==> config.mk <==
export PLATFORM = sky130hd
export DESIGN_NAME = pcs_loop_dev_flat
export DESIGN_NICKNAME = d
export VERILOG_FILES = /design/src/pcs_pkg.sv /design/src/pcs_link_if.sv /design/src/pcs_loop_dev.sv /design/src/flat_wrapper.sv
export SDC_FILE = /design/constraint.sdc
export NUM_CORES = 1
export LEC_CHECK = 0
export BUFFER_PORTS_ARGS = -buffer_cell sky130_fd_sc_hd__buf_4
export CORE_MARGIN = 8
export CORE_UTILIZATION = 55
export CTS_CLUSTER_SIZE = 24
export DETAILED_ROUTE_END_ITERATION = 16
export PLACE_DENSITY_LB_ADDON = 0.05
export SLEW_MARGIN = 20
export SYNTH_ARGS = -nofsm -noshare
export SYNTH_HDL_FRONTEND = slang
export SYNTH_SLANG_ARGS = --single-unit
==> constraint.sdc <==
create_clock -name clk_sys -period 2.4 [get_ports clk_sys]
set_clock_uncertainty 0.05 [all_clocks]
set_input_delay 0.12 -clock clk_sys [delete_from_list [all_inputs] [get_ports clk_sys]]
set_output_delay 0.12 -clock clk_sys [all_outputs]
set_load 0.01 [all_outputs]
==> src/pcs_pkg.sv <==
/*
 * Shared constants for the loop control and base clock select block:
 * register indices, field positions, reset values, switchover counts,
 * and the host's APB register map.
 * Assumes both ends and the bench import this package.
 */
package pcs_pkg;
    // ------------------------------------------------------------
    // Device register indices
    // ------------------------------------------------------------
    localparam logic [1:0] LOOP_CTL_IDX = 2'h0;
    localparam logic [1:0] BW_CTL_IDX = 2'h1;
    localparam logic [1:0] VCO_RANGE_IDX = 2'h2;

    // ------------------------------------------------------------
    // Loop control register fields
    // ------------------------------------------------------------
    localparam int IRQ_EN_BIT = 7;
    localparam int FLAG_BIT = 6;
    localparam int LOOP_ON_BIT = 5;
    localparam int BASE_SEL_BIT = 4;
    localparam int PRE_LSB = 2;
    localparam int VPR_LSB = 0;

    // ------------------------------------------------------------
    // Bandwidth control register fields
    // ------------------------------------------------------------
    localparam int AUTO_BIT = 7;
    localparam int LOCK_BIT = 6;
    localparam int ACQ_BIT = 5;

    // ------------------------------------------------------------
    // Reset values
    // ------------------------------------------------------------
    localparam logic LOOP_ON_RST = 1'b1;
    localparam logic [7:0] VCO_RANGE_RST = 8'h40;

    // ------------------------------------------------------------
    // Switchover timing
    // ------------------------------------------------------------
    localparam int SWITCH_EDGES_DEF = 3;
    localparam int SW_CNT_W = 4;

    typedef enum logic [1:0] {
        PCS_SW_RUN = 2'b01,
        PCS_SW_HOLD = 2'b10
    } pcs_sw_e;

    // ------------------------------------------------------------
    // Host APB map
    // ------------------------------------------------------------
    localparam logic [7:0] CMD_OFS = 8'h00;
    localparam logic [7:0] STAT_OFS = 8'h04;
    localparam logic [7:0] PIN_OFS = 8'h08;
    localparam int CMD_IDX_LSB = 8;
    localparam int CMD_WR_BIT = 16;
    localparam int STAT_BUSY_BIT = 8;
    localparam int PIN_OSC_EN_BIT = 0;
    localparam int PIN_RUN_STOP_BIT = 1;
endpackage

==> src/pcs_link_if.sv <==
/*
 * Register access link between the host controller and the device.
 * Assumes both ends share clk_sys; req is a one-cycle strobe, ack answers it.
 */
interface pcs_link_if;
    logic req;
    logic wr;
    logic [1:0] idx;
    logic [7:0] wdata;
    logic [7:0] rdata;
    logic ack;

    modport dev (
        input req,
        input wr,
        input idx,
        input wdata,
        output rdata,
        output ack
    );

    modport ctl (
        output req,
        output wr,
        output idx,
        output wdata,
        input rdata,
        input ack
    );
endinterface

==> src/pcs_loop_dev.sv <==
/*
 * Loop control register, bandwidth and range registers, lock-change flag
 * and glitch-free base clock selector with divide by two.
 * Assumes crystal_clock, vco_clock and vco_locked are synchronous to clk_sys
 * and run well below half its rate; the host drives the link.
 */
module pcs_loop_dev #(
    parameter int SWITCH_EDGES = pcs_pkg::SWITCH_EDGES_DEF
) (
    input wire logic clk_sys,
    input wire logic sys_rst,
    pcs_link_if.dev link,
    input wire logic crystal_clock,
    input wire logic vco_clock,
    input wire logic vco_locked,
    input wire logic oscillator_enable_in,
    input wire logic osc_run_in_stop,
    output logic base_clock_out,
    output logic lock_interrupt,
    output logic osc_enable_out,
    output logic loop_enable_out
);
    import pcs_pkg::*;

    if (SWITCH_EDGES < 1 || SWITCH_EDGES >= (1 << SW_CNT_W)) begin : g_chk
        $error("SWITCH_EDGES out of range");
    end

    typedef struct packed {
        logic irq_en;
        logic flag;
        logic loop_on;
        logic base_sel;
        logic [1:0] pre;
        logic [1:0] vpr;
        logic auto_bw;
        logic acq;
        logic lock;
        logic [7:0] vrs;
        logic active_sel;
        pcs_sw_e st;
        logic [SW_CNT_W-1:0] xcnt;
        logic [SW_CNT_W-1:0] vcnt;
        logic xprev;
        logic vprev;
        logic base;
        logic irq;
        logic osc_en;
        logic loop_en;
        logic [7:0] rdata;
        logic ack;
    } pcs_dev_s;

    localparam logic [SW_CNT_W-1:0] EDGES = SWITCH_EDGES[SW_CNT_W-1:0];

    pcs_dev_s s_q;
    pcs_dev_s s_d;

    // Saturating edge counter
    function automatic logic [SW_CNT_W-1:0] bump(input logic [SW_CNT_W-1:0] c, input logic rise);
        bump = (rise && c < EDGES) ? c + 1'b1 : c;
    endfunction

    // ------------------------------------------------------------
    // Next state
    // ------------------------------------------------------------
    always_comb begin
        logic xrise;
        logic vrise;
        logic arise;
        logic [7:0] loop_rd;
        xrise = crystal_clock & ~s_q.xprev;
        vrise = vco_clock & ~s_q.vprev;
        arise = s_q.active_sel ? vrise : xrise;
        loop_rd = {s_q.irq_en & s_q.auto_bw, s_q.flag & s_q.auto_bw, s_q.loop_on, s_q.base_sel, s_q.pre, s_q.vpr};
        s_d = s_q;
        s_d.ack = 1'b0;
        s_d.xprev = crystal_clock;
        s_d.vprev = vco_clock;
        s_d.lock = s_q.auto_bw & vco_locked;

        if (link.req) begin
            s_d.ack = 1'b1;
            if (!link.wr) begin
                case (link.idx)
                    LOOP_CTL_IDX: begin
                        s_d.rdata = loop_rd;
                        s_d.flag = 1'b0;
                    end
                    BW_CTL_IDX: s_d.rdata = {s_q.auto_bw, s_q.lock, s_q.acq, 5'h00};
                    VCO_RANGE_IDX: s_d.rdata = s_q.vrs;
                    default: s_d.rdata = 8'h00;
                endcase
            end else begin
                case (link.idx)
                    LOOP_CTL_IDX: begin
                        if (s_q.auto_bw) begin
                            s_d.irq_en = link.wdata[IRQ_EN_BIT];
                        end
                        if (!s_q.loop_on) begin
                            s_d.pre = link.wdata[PRE_LSB+:2];
                            s_d.vpr = link.wdata[VPR_LSB+:2];
                        end
                        s_d.loop_on = link.wdata[LOOP_ON_BIT] | s_q.base_sel;
                        s_d.base_sel = link.wdata[BASE_SEL_BIT] & s_q.loop_on;
                    end
                    BW_CTL_IDX: begin
                        s_d.auto_bw = link.wdata[AUTO_BIT];
                        if (!s_q.auto_bw) begin
                            s_d.acq = link.wdata[ACQ_BIT];
                        end
                    end
                    VCO_RANGE_IDX: begin
                        if (!s_q.loop_on) begin
                            s_d.vrs = link.wdata;
                        end
                    end
                    default: ;
                endcase
            end
        end

        // A toggle in the same cycle as a clearing read still sets the flag
        if (s_q.auto_bw && s_d.lock != s_q.lock) begin
            s_d.flag = 1'b1;
        end
        if (!s_d.auto_bw) begin
            s_d.flag = 1'b0;
            s_d.irq_en = 1'b0;
        end
        if (!s_d.loop_on || s_d.vrs == 8'h00) begin
            s_d.base_sel = 1'b0;
        end

        // ------------------------------------------------------------
        // Base clock selector
        // ------------------------------------------------------------
        case (s_q.st)
            PCS_SW_RUN: begin
                if (s_q.base_sel != s_q.active_sel) begin
                    s_d.st = PCS_SW_HOLD;
                    s_d.xcnt = '0;
                    s_d.vcnt = '0;
                end else if (arise) begin
                    s_d.base = ~s_q.base;
                end
            end
            PCS_SW_HOLD: begin
                s_d.xcnt = bump(s_q.xcnt, xrise);
                s_d.vcnt = bump(s_q.vcnt, vrise);
                if (s_q.xcnt == EDGES && s_q.vcnt == EDGES) begin
                    s_d.active_sel = s_q.base_sel;
                    s_d.st = PCS_SW_RUN;
                end
            end
            default: s_d.st = PCS_SW_RUN;
        endcase

        s_d.irq = s_d.flag & s_d.irq_en;
        s_d.osc_en = osc_run_in_stop | oscillator_enable_in;
        s_d.loop_en = oscillator_enable_in & s_d.loop_on & (s_d.vrs != 8'h00);

        if (sys_rst) begin
            s_d = '0;
            s_d.loop_on = LOOP_ON_RST;
            s_d.base_sel = 1'b0;
            // Keep tracking the sources so no false edge follows reset
            s_d.xprev = crystal_clock;
            s_d.vprev = vco_clock;
            s_d.vrs = VCO_RANGE_RST;
            s_d.st = PCS_SW_RUN;
        end
    end

    always_ff @(posedge clk_sys) begin
        s_q <= s_d;
    end

    // ------------------------------------------------------------
    // Outputs
    // ------------------------------------------------------------
    assign link.rdata = s_q.rdata;
    assign link.ack = s_q.ack;
    assign base_clock_out = s_q.base;
    assign lock_interrupt = s_q.irq;
    assign osc_enable_out = s_q.osc_en;
    assign loop_enable_out = s_q.loop_en;
endmodule

==> src/flat_wrapper.sv <==
// flat-port wrapper written by rule: the top's interface ports become plain ports
module pcs_loop_dev_flat import pcs_pkg::*;
#(
    parameter int SWITCH_EDGES = pcs_pkg::SWITCH_EDGES_DEF
)
  (clk_sys, sys_rst, crystal_clock, vco_clock, vco_locked, oscillator_enable_in, osc_run_in_stop, base_clock_out, lock_interrupt, osc_enable_out, loop_enable_out, link_req, link_wr, link_idx, link_wdata, link_rdata, link_ack);
  pcs_link_if link_i ();
  input wire logic clk_sys;
  input wire logic sys_rst;
  input wire logic crystal_clock;
  input wire logic vco_clock;
  input wire logic vco_locked;
  input wire logic oscillator_enable_in;
  input wire logic osc_run_in_stop;
  output logic base_clock_out;
  output logic lock_interrupt;
  output logic osc_enable_out;
  output logic loop_enable_out;
  input wire logic [$bits(link_i.req)-1:0] link_req;
  input wire logic [$bits(link_i.wr)-1:0] link_wr;
  input wire logic [$bits(link_i.idx)-1:0] link_idx;
  input wire logic [$bits(link_i.wdata)-1:0] link_wdata;
  output wire logic [$bits(link_i.rdata)-1:0] link_rdata;
  output wire logic [$bits(link_i.ack)-1:0] link_ack;
  assign link_i.req = link_req;
  assign link_i.wr = link_wr;
  assign link_i.idx = link_idx;
  assign link_i.wdata = link_wdata;
  assign link_rdata = link_i.rdata;
  assign link_ack = link_i.ack;
  pcs_loop_dev #(.SWITCH_EDGES(SWITCH_EDGES)) u_core (.clk_sys(clk_sys), .sys_rst(sys_rst), .link(link_i), .crystal_clock(crystal_clock), .vco_clock(vco_clock), .vco_locked(vco_locked), .oscillator_enable_in(oscillator_enable_in), .osc_run_in_stop(osc_run_in_stop), .base_clock_out(base_clock_out), .lock_interrupt(lock_interrupt), .osc_enable_out(osc_enable_out), .loop_enable_out(loop_enable_out));
endmodule
# --- Yosys cells after proc, flatten, opt, wreduce, memory -nomap -nowiden ---
# Cells that the tools add are included.
totals:
  in_bits: 19
  output_inout_bits: 13
  regBits: 45
  word_cells: 103
op_classes:
  n_eq_ne: 12
  reduce_logical: 20
  n_addsub: 2
  mux: 27
  bitwise_logic: 18
  order_cmp: 2
op_table:
  columns: ["operator", "count"]
  rows:
  - ["$mux 8", 6]
  - ["$pmux 8 s3", 1]
  - ["$mux 10", 2]
  - ["$pmux 8 s2", 1]
  - ["$mux 4", 3]
  - ["$reduce_and 3->1", 4]
  - ["$and 1x1->1", 9]
  - ["$mux 9", 1]
  - ["$add 4x1->4 const B", 2]
  - ["$eq 4x2->1 const B", 2]
  - ["$logic_not 8->1", 1]
  - ["$lt 4x2->1 const B", 2]
  - ["$mux 1", 8]
  - ["$ne 2x1->1 const B", 4]
  - ["$reduce_and 4->1", 2]
  - ["$reduce_bool 8->1", 1]
  - ["$not 1->1", 7]
  - ["$mux 6", 1]
  - ["$reduce_and 2->1", 3]
  - ["$eq 2x1->1 const B", 2]
  - ["$eq 2x2->1 const B", 2]
  - ["$logic_and 1x1->1", 4]
  - ["$mux 2", 2]
  - ["$pmux 2 s2", 1]
  - ["other kinds (8)", 10]

# --- Depth between registers and ports, before layout ---
# Gate-level depths: netlist of the first run.
logic_depth:
  ltp_word: 7
  ltp_mapped: 6

# --- Worst setup path before layout of the first run ---
# Ideal clock, no wire load.
synth_path:
  path_kind: "reg-to-reg"
  start: "reg u_core.s_q[19] (netlist name)"
  end: "reg u_core.s_q[20] (netlist name)"
  path_buffers: 0
  period_less_slack_ns: 1.695
  stages_incl_launch_ff: 5
  path_slack_ns: 0.705
  arrival_ns: 1.553
  path_cell_list: "dfxtp_1 -> ha_1 -> or4_1 -> or3b_2 -> o32ai_1"
synth_between:
  elab_chain_len: 4
synth_lines:
  columns: ["element", "line_no", "rtl"]
  rows:
  - ["from (decl)", "pcs_loop_dev.sv:56", "pcs_dev_s s_q;"]
  - ["from (signal assigned)", "pcs_loop_dev.sv:176", "s_q <= s_d;"]
  - ["$lt 4x2->1", "pcs_loop_dev.sv:61", "bump = (rise && c < EDGES) ? c + 1'b1 : c;"]
  - ["$logic_and 1x1->1", "pcs_loop_dev.sv:61", null]
  - ["$ne 2x1->1 (no line)", null, null]
  - ["$reduce_and 3->1 (no line)", null, null]
# Parallel ways exist; a longest one is shown, timed or not. The select of a mux whose other input is x is not followed.
# A chain may end at the register's enable or synchronous reset.

# --- Final worst setup path of the first run ---
# Ends and elaborated chain as after synthesis.

==> flow_summary.toml, run 1 <==
[outcome]
status = "finished, final reports clean"

[cts]
cts-resized-gates = 0
cts-root-buf = "clkbuf_8"
cts_tree = "built"
htreeDepth = 2
cts_hold_buf = 6
cts.sinks = 45
cts_setup_buffers = 0
clock_latency_ns = 0.30
cts_buffer_depth = 2
numCtsBuffers = 5
clk_pin_slew_ns = 0.09

[timing]
rsz0062_at_grt = "false"
hold_viol_final = 0
relSlewSlack_pct = 64.18
worst_pin_slew_ns = 0.5365
fin_setup_tns_ns = 0
finalSetupViolCount = 0
timing.final.ws_setup_ns = 0.5990
fin_crit_sh_pct = 75.04
fmax_mhz = 555.3
slew_violations = 0
period_needed_ns = 1.801

[detailed_routing]
wirelength_um = 4334
drt-met1-wl_um = 1977
maxUsedRoutingLayer = "met4"
firstDrtPassIters = 4
vias = 1665
ant_nets = 0
drc_errors = 0
drtIter0Drc = 149
post_drt_wl_per_cell_um = 14.16
viasPerCell = 5.441
wl_met2_um = 2109
met3WireLength_um = 192

[yosys]
synth_top_family_by_area = "simple AND/OR/NAND/NOR gates"
ys_warn_count = 0
synth-simple-area-share_pct = 21.89
synth_compound_area_share_pct = 17.78
yosys.area_share.adder_pct = 3.066
muxShareOfSynthArea_pct = 5.702
ys_top_cells_by_area = "dfxtp_1 (44%), a21oi_1 (5.6%), nor2_1 (4.4%)"
netlist_area_mm2 = 0.002041
synth_xor_area_share_pct = 1.288
synthFlopType = "dfxtp_1"
ys_types = 44
synth_nets = 256
syn_avg_cell_area_um2 = 8.796
syn_inst = 232
synth_area_leader_cell = "dfxtp_1"
synth_edf_count = 0
yosys.area.top_type_share_pct = 44.14
ys_seq_area_share_pct = 44.14
ys_seq_elements = 45
async_flop_share_pct = 0

[setup_path]
cp-start-kind = "flip-flop"
worstPathMaxFanout = 4
crit_type = "reg -> reg"
worst_ep_arrival_time_ns = 1.96
worstPathRequired_ns = 2.55
cp-end-kind = "flip-flop"

[placed_design]
place_area_mm2 = 0.002231
io_buffers = 31
dp_hpwl_um = 3092
place.gp.congestion = 0.8043
pre_cts_ws_ns = 0.6245

[global_routing]
antenna_found_initial = 0
grt_pass1_wl_um = 7417
grt_max_degree = 43
grt-ovfl-total = 0
grtUsageTotal_pct = 15.04
grt_pass1_vias = 1655

[power_and_ir_drop]
leakage_nw = 0.9346
power_w = 0.001450
power_density_mw_per_mm2 = 609.8
ir_worst_vdd_v = 0.0004538

[floorplanning]
ios = 32
die_h_um = 76.91
num_rows = 22
die_w_um = 76.91
dieArea_mm2 = 0.005915
core_mm2 = 0.003606
start_util_pct = 56.59

[flow_run]
maxCapViolCount = 0

[final_layout]
final_nets = 281
drive_gt1_share_pct = 18.99
utilization_pct = 65.96
area_delta_synth_final_pct = 16.55
antenna_cells = 0
final_cell_area_mm2 = 0.002379

[worst_hold_path]
worstHoldPathType = "in -> reg"
==> cell families (layout without fill, tap and decap cells) <==
family,Yosys count,in the layout
AO/OA/AOI/OAI,60,60
XOR/XNOR,3,3
adder cells (fa/ha/maj),5,5
buffers and inverters,25,51
flip-flops,45,45
multiplexers,11,11
AND/OR/NAND/NOR,83,83
==> cell usage in the layout (no fill, tap or decap), types with 6 or more instances in the layout <==
cell type	netlist	routed
dfxtp_1	45	45
a21oi_1	23	23
nor2_1	24	24
nand2_1	18	18
dlygate4sd3_1	0	6
o21ai_0	16	16
buf_4	8	31
nand2b_1	6	6
mux2i_1	6	6
inv_1	6	6
==> path summary, 6_finish.rpt <==
check,slack [ns],from,end,depth (start not counted)
worst min-delay path,0.02,vco_locked,u_core.s_q[34],3
worst min register to register,0.43,u_core.s_q[37],u_core.s_q[37],2
worst max register to register,0.60,u_core.s_q[19],u_core.s_q[20],4
worst max-delay path,0.60,u_core.s_q[19],u_core.s_q[20],4
==> stage by stage <==
step                      hold slack [ns]  instances
after CTS                         0.01366        306
after floorplan                   0.09772        232
after detailed placement           0.1916        292
final                             0.02318        306
after global placement             0.1906        292
after global routing              0.01238        306
==> flip-flops by register name, summed over array words and instances, names as in the netlist <==
name,flops
u_core.s_q,32
u_core.loop_enable_out,1
u_core.base_clock_out,1
u_core.lock_interrupt,1
u_core.link.ack,1
u_core.link.rdata,8
u_core.osc_enable_out,1
==> Yosys cell counts (5+ instances only) <==
master and n:
a21oi_1 23, a22oi_1 5, buf_4 8, clkbuf_1 10, dfxtp_1 45, ha_1 5, inv_1 6, mux2_2 5
mux2i_1 6, nand2_1 18, nand2b_1 6, nor2_1 24, o21ai_0 16, or4_1 5
==> worst max-delay path, cell delays in order (launching register included) <==
cell and delay [ns]:
dfxtp_1 0.33, ha_1 0.22, or4_1 0.53, or3b_2 0.46
o32ai_1 0.12
==> final cells by class <==
type / instances / area [um^2]
multi-input cells: 162 / 1015
flip-flops and latches: 45 / 900.9
inverters: 6 / 22.52
clock buffers: 6 / 72.57
repair buffers: 37 / 292.8
fillers: 324 / 1227
well taps: 48 / 60.06
clock inverters: 2 / 15.01
==> per-layer routing <==
| layer | GRT usage [%] | vias up |
|---|---|---|
| met5 | 0 | - |
| met4 | 4.615 | 0 |
| met3 | 5.245 | 8 |
| met2 | 25.66 | 27 |
| met1 | 17.10 | 767 |
| li1 | - | 863 |
==> power breakdown <==
part	internal (W)	switching [W]	total (W)
clock network	0.000205	0.000255	0.000460
logic	0.0000929	0.000109	0.000201
registers	0.000770	0.0000189	0.000789
total	0.00107	0.000382	0.00145
(Power assumes the default switching activity.)
==> run 2: changes to the inputs <==
--- a/config.mk
+++ b/config.mk
@@ -7,7 +7,7 @@
 export LEC_CHECK = 0
 export BUFFER_PORTS_ARGS = -buffer_cell sky130_fd_sc_hd__buf_4
 export CORE_MARGIN = 8
-export CORE_UTILIZATION = 55
+export CORE_UTILIZATION = 50
 export CTS_CLUSTER_SIZE = 24
 export DETAILED_ROUTE_END_ITERATION = 16
 export PLACE_DENSITY_LB_ADDON = 0.05
==> constraint.sdc (replaced) <==
create_clock -name clk_sys -period 1.53 [get_ports clk_sys]
set_clock_uncertainty 0.05 [all_clocks]
set_input_delay 0.0765 -clock clk_sys [delete_from_list [all_inputs] [get_ports clk_sys]]
set_output_delay 0.0765 -clock clk_sys [all_outputs]
set_load 0.01 [all_outputs]
==> flow_summary.toml, run 2 (synthesis gave the netlist of run 1 again) <==
[timing]
fmax_mhz = 635.1
timing.final.ws_setup_ns = -0.04460
period_needed_ns = 1.575
fin_crit_sh_pct = 102.9
finalSetupViolCount = 3
hold_viol_final = 1
hold_ws_ns = -0.0001530
slew_violations = 0
relSlewSlack_pct = 70.21
worst_pin_slew_ns = 0.4457
rsz0062_at_grt = "true"

[cts]
cts_tree = "built"
clk_pin_slew_ns = 0.09
clock_latency_ns = 0.29
htreeDepth = 2
cts_buffer_depth = 2
cts-root-buf = "clkbuf_8"
cts_setup_buffers = 0
numCtsBuffers = 5
cts.sinks = 45

[setup_path]
cp_cell_sequence = "nand2b_4 -> or4_4 -> or3b_4 -> o32ai_2"
worstPathRequired_ns = 1.68
worstPathMaxFanout = 4
crit_buf_inv = 0
critPathMaxStageDelay_ns = 0.49
path_delay_family = "simple AND/OR/NAND/NOR gates"
reg2reg_setup_slack_ns = -0.04
reg2reg_depth = 4
crit_cells = 4
crit_type = "reg -> reg"
cp-start-kind = "flip-flop"
r2r-start = "u_core.s_q[14]"
r2r-end = "u_core.s_q[20]"
critPathSlowestCell = "or4_4"
cp-end-kind = "flip-flop"
worst_ep_arrival_time_ns = 1.72

[final_layout]
area_delta_synth_final_pct = 28.57
drive_gt1_share_pct = 30.69
antenna_cells = 0
regMostFlops = "u_core.s_q"
layout_commonest_cell = "buf_4"
largest_reg_flops = 32
final_nets = 300
utilization_pct = 66.07
final_cell_mix = "buf_4 (47), dfxtp_1 (40), nor2_1 (24)"
fin_cells = 327

[floorplanning]
core_mm2 = 0.003971
num_rows = 23
ios = 32
die_h_um = 79.89
start_util_pct = 51.39
dieArea_mm2 = 0.006382
die_w_um = 79.89

[power_and_ir_drop]
ir_worst_vdd_v = 0.0007831
power_density_mw_per_mm2 = 881.0
power_w = 0.002312
leakage_nw = 1.048

[placed_design]
placedCellCount = 310
place.gp.congestion = 0.8076
dp_hpwl_um = 3456
io_buffers = 31

[detailed_routing]
firstDrtPassIters = 4
ant_nets = 0
vias = 1739
drc_errors = 0
drtIter0Drc = 71
post_drt_wl_per_cell_um = 14.39
wirelength_um = 4707
viasPerCell = 5.318

[flow_run]
maxCapViolCount = 0

[global_routing]
grt_max_degree = 21
grt_pass1_vias = 1762
grt_pass1_wl_um = 7914
grtUsageTotal_pct = 15.23
antenna_found_initial = 0
grt-ovfl-total = 0

[worst_hold_path]
worstHoldPathType = "in -> reg"
min_from = "link_wdata[2]"
holdPathEnd = "u_core.s_q[39]"
whs_path_depth = 3

[outcome]
failed_checks = "hold timing, setup timing"
status = "complete, but fails checks"
run 2: where the power goes:
group / leakage (nW) / total [W] / internal, W / switching, W
logic: 0.636 / 0.000386 / 0.000191 / 0.000195
registers: 0.367 / 0.00124 / 0.00121 / 0.0000253
clock network: 0.0450 / 0.000690 / 0.000317 / 0.000373
total: 1.05 / 0.00231 / 0.00172 / 0.000593
run 2: how the worst max path moves through the flow:
stage | start | endpoint | slack (ns)
after floorplan | u_core.s_q[20] | u_core.s_q[20] | -0.03
after global placement | u_core.s_q[20] | u_core.s_q[20] | -0.06
after detailed placement | u_core.s_q[20] | u_core.s_q[20] | -0.09
after CTS | u_core.s_q[14] | u_core.s_q[20] | -0.04
after global routing | u_core.s_q[14] | u_core.s_q[19] | -0.08
final | u_core.s_q[14] | u_core.s_q[20] | -0.04
run 2: worst reg2reg max path, cell delays in order, from the launching register on:
cell      delay (ns)
dfxtp_2         0.32
nand2b_4        0.13
or4_4           0.49
or3b_4          0.41
o32ai_2         0.08
run 2: what timing repair did:
action,4_1_cts,5_1_grt
hold buffers,9,0
resized for setup,8,8
pin swaps,2,1
endpoints found under the setup margin,3,10
hold endpoints to repair,8,0
run 2: area by class of cell:
type / instances / area (um^2)
multi-input combinational: 162 / 1106
clock buffer: 6 / 72.57
inverter: 6 / 22.52
timing repair buffer: 56 / 442.9
sequential: 45 / 907.1
fill: 329 / 1348
tap: 50 / 62.56
clock inverter: 2 / 10.01
run 2: per-stage QoR:
step | setup TNS [ns] | instance area [um^2] | setup WS, ns
after global routing | -0.2104 | 2624 | -0.08149
after floorplan | -0.02538 | 2062 | -0.02538
after global placement | -0.09940 | 2375 | -0.06030
after detailed placement | -0.1775 | 2375 | -0.08874
final | -0.07041 | 2624 | -0.04460
after CTS | -0.05085 | 2591 | -0.03953
run 2: metal layers:
layer | part of all wire [%] | track usage [%]
met5 | 0 | 0
met4 | 1.1 | 4.364
met3 | 4.1 | 4.842
met2 | 49 | 25.71
met1 | 46 | 17.94
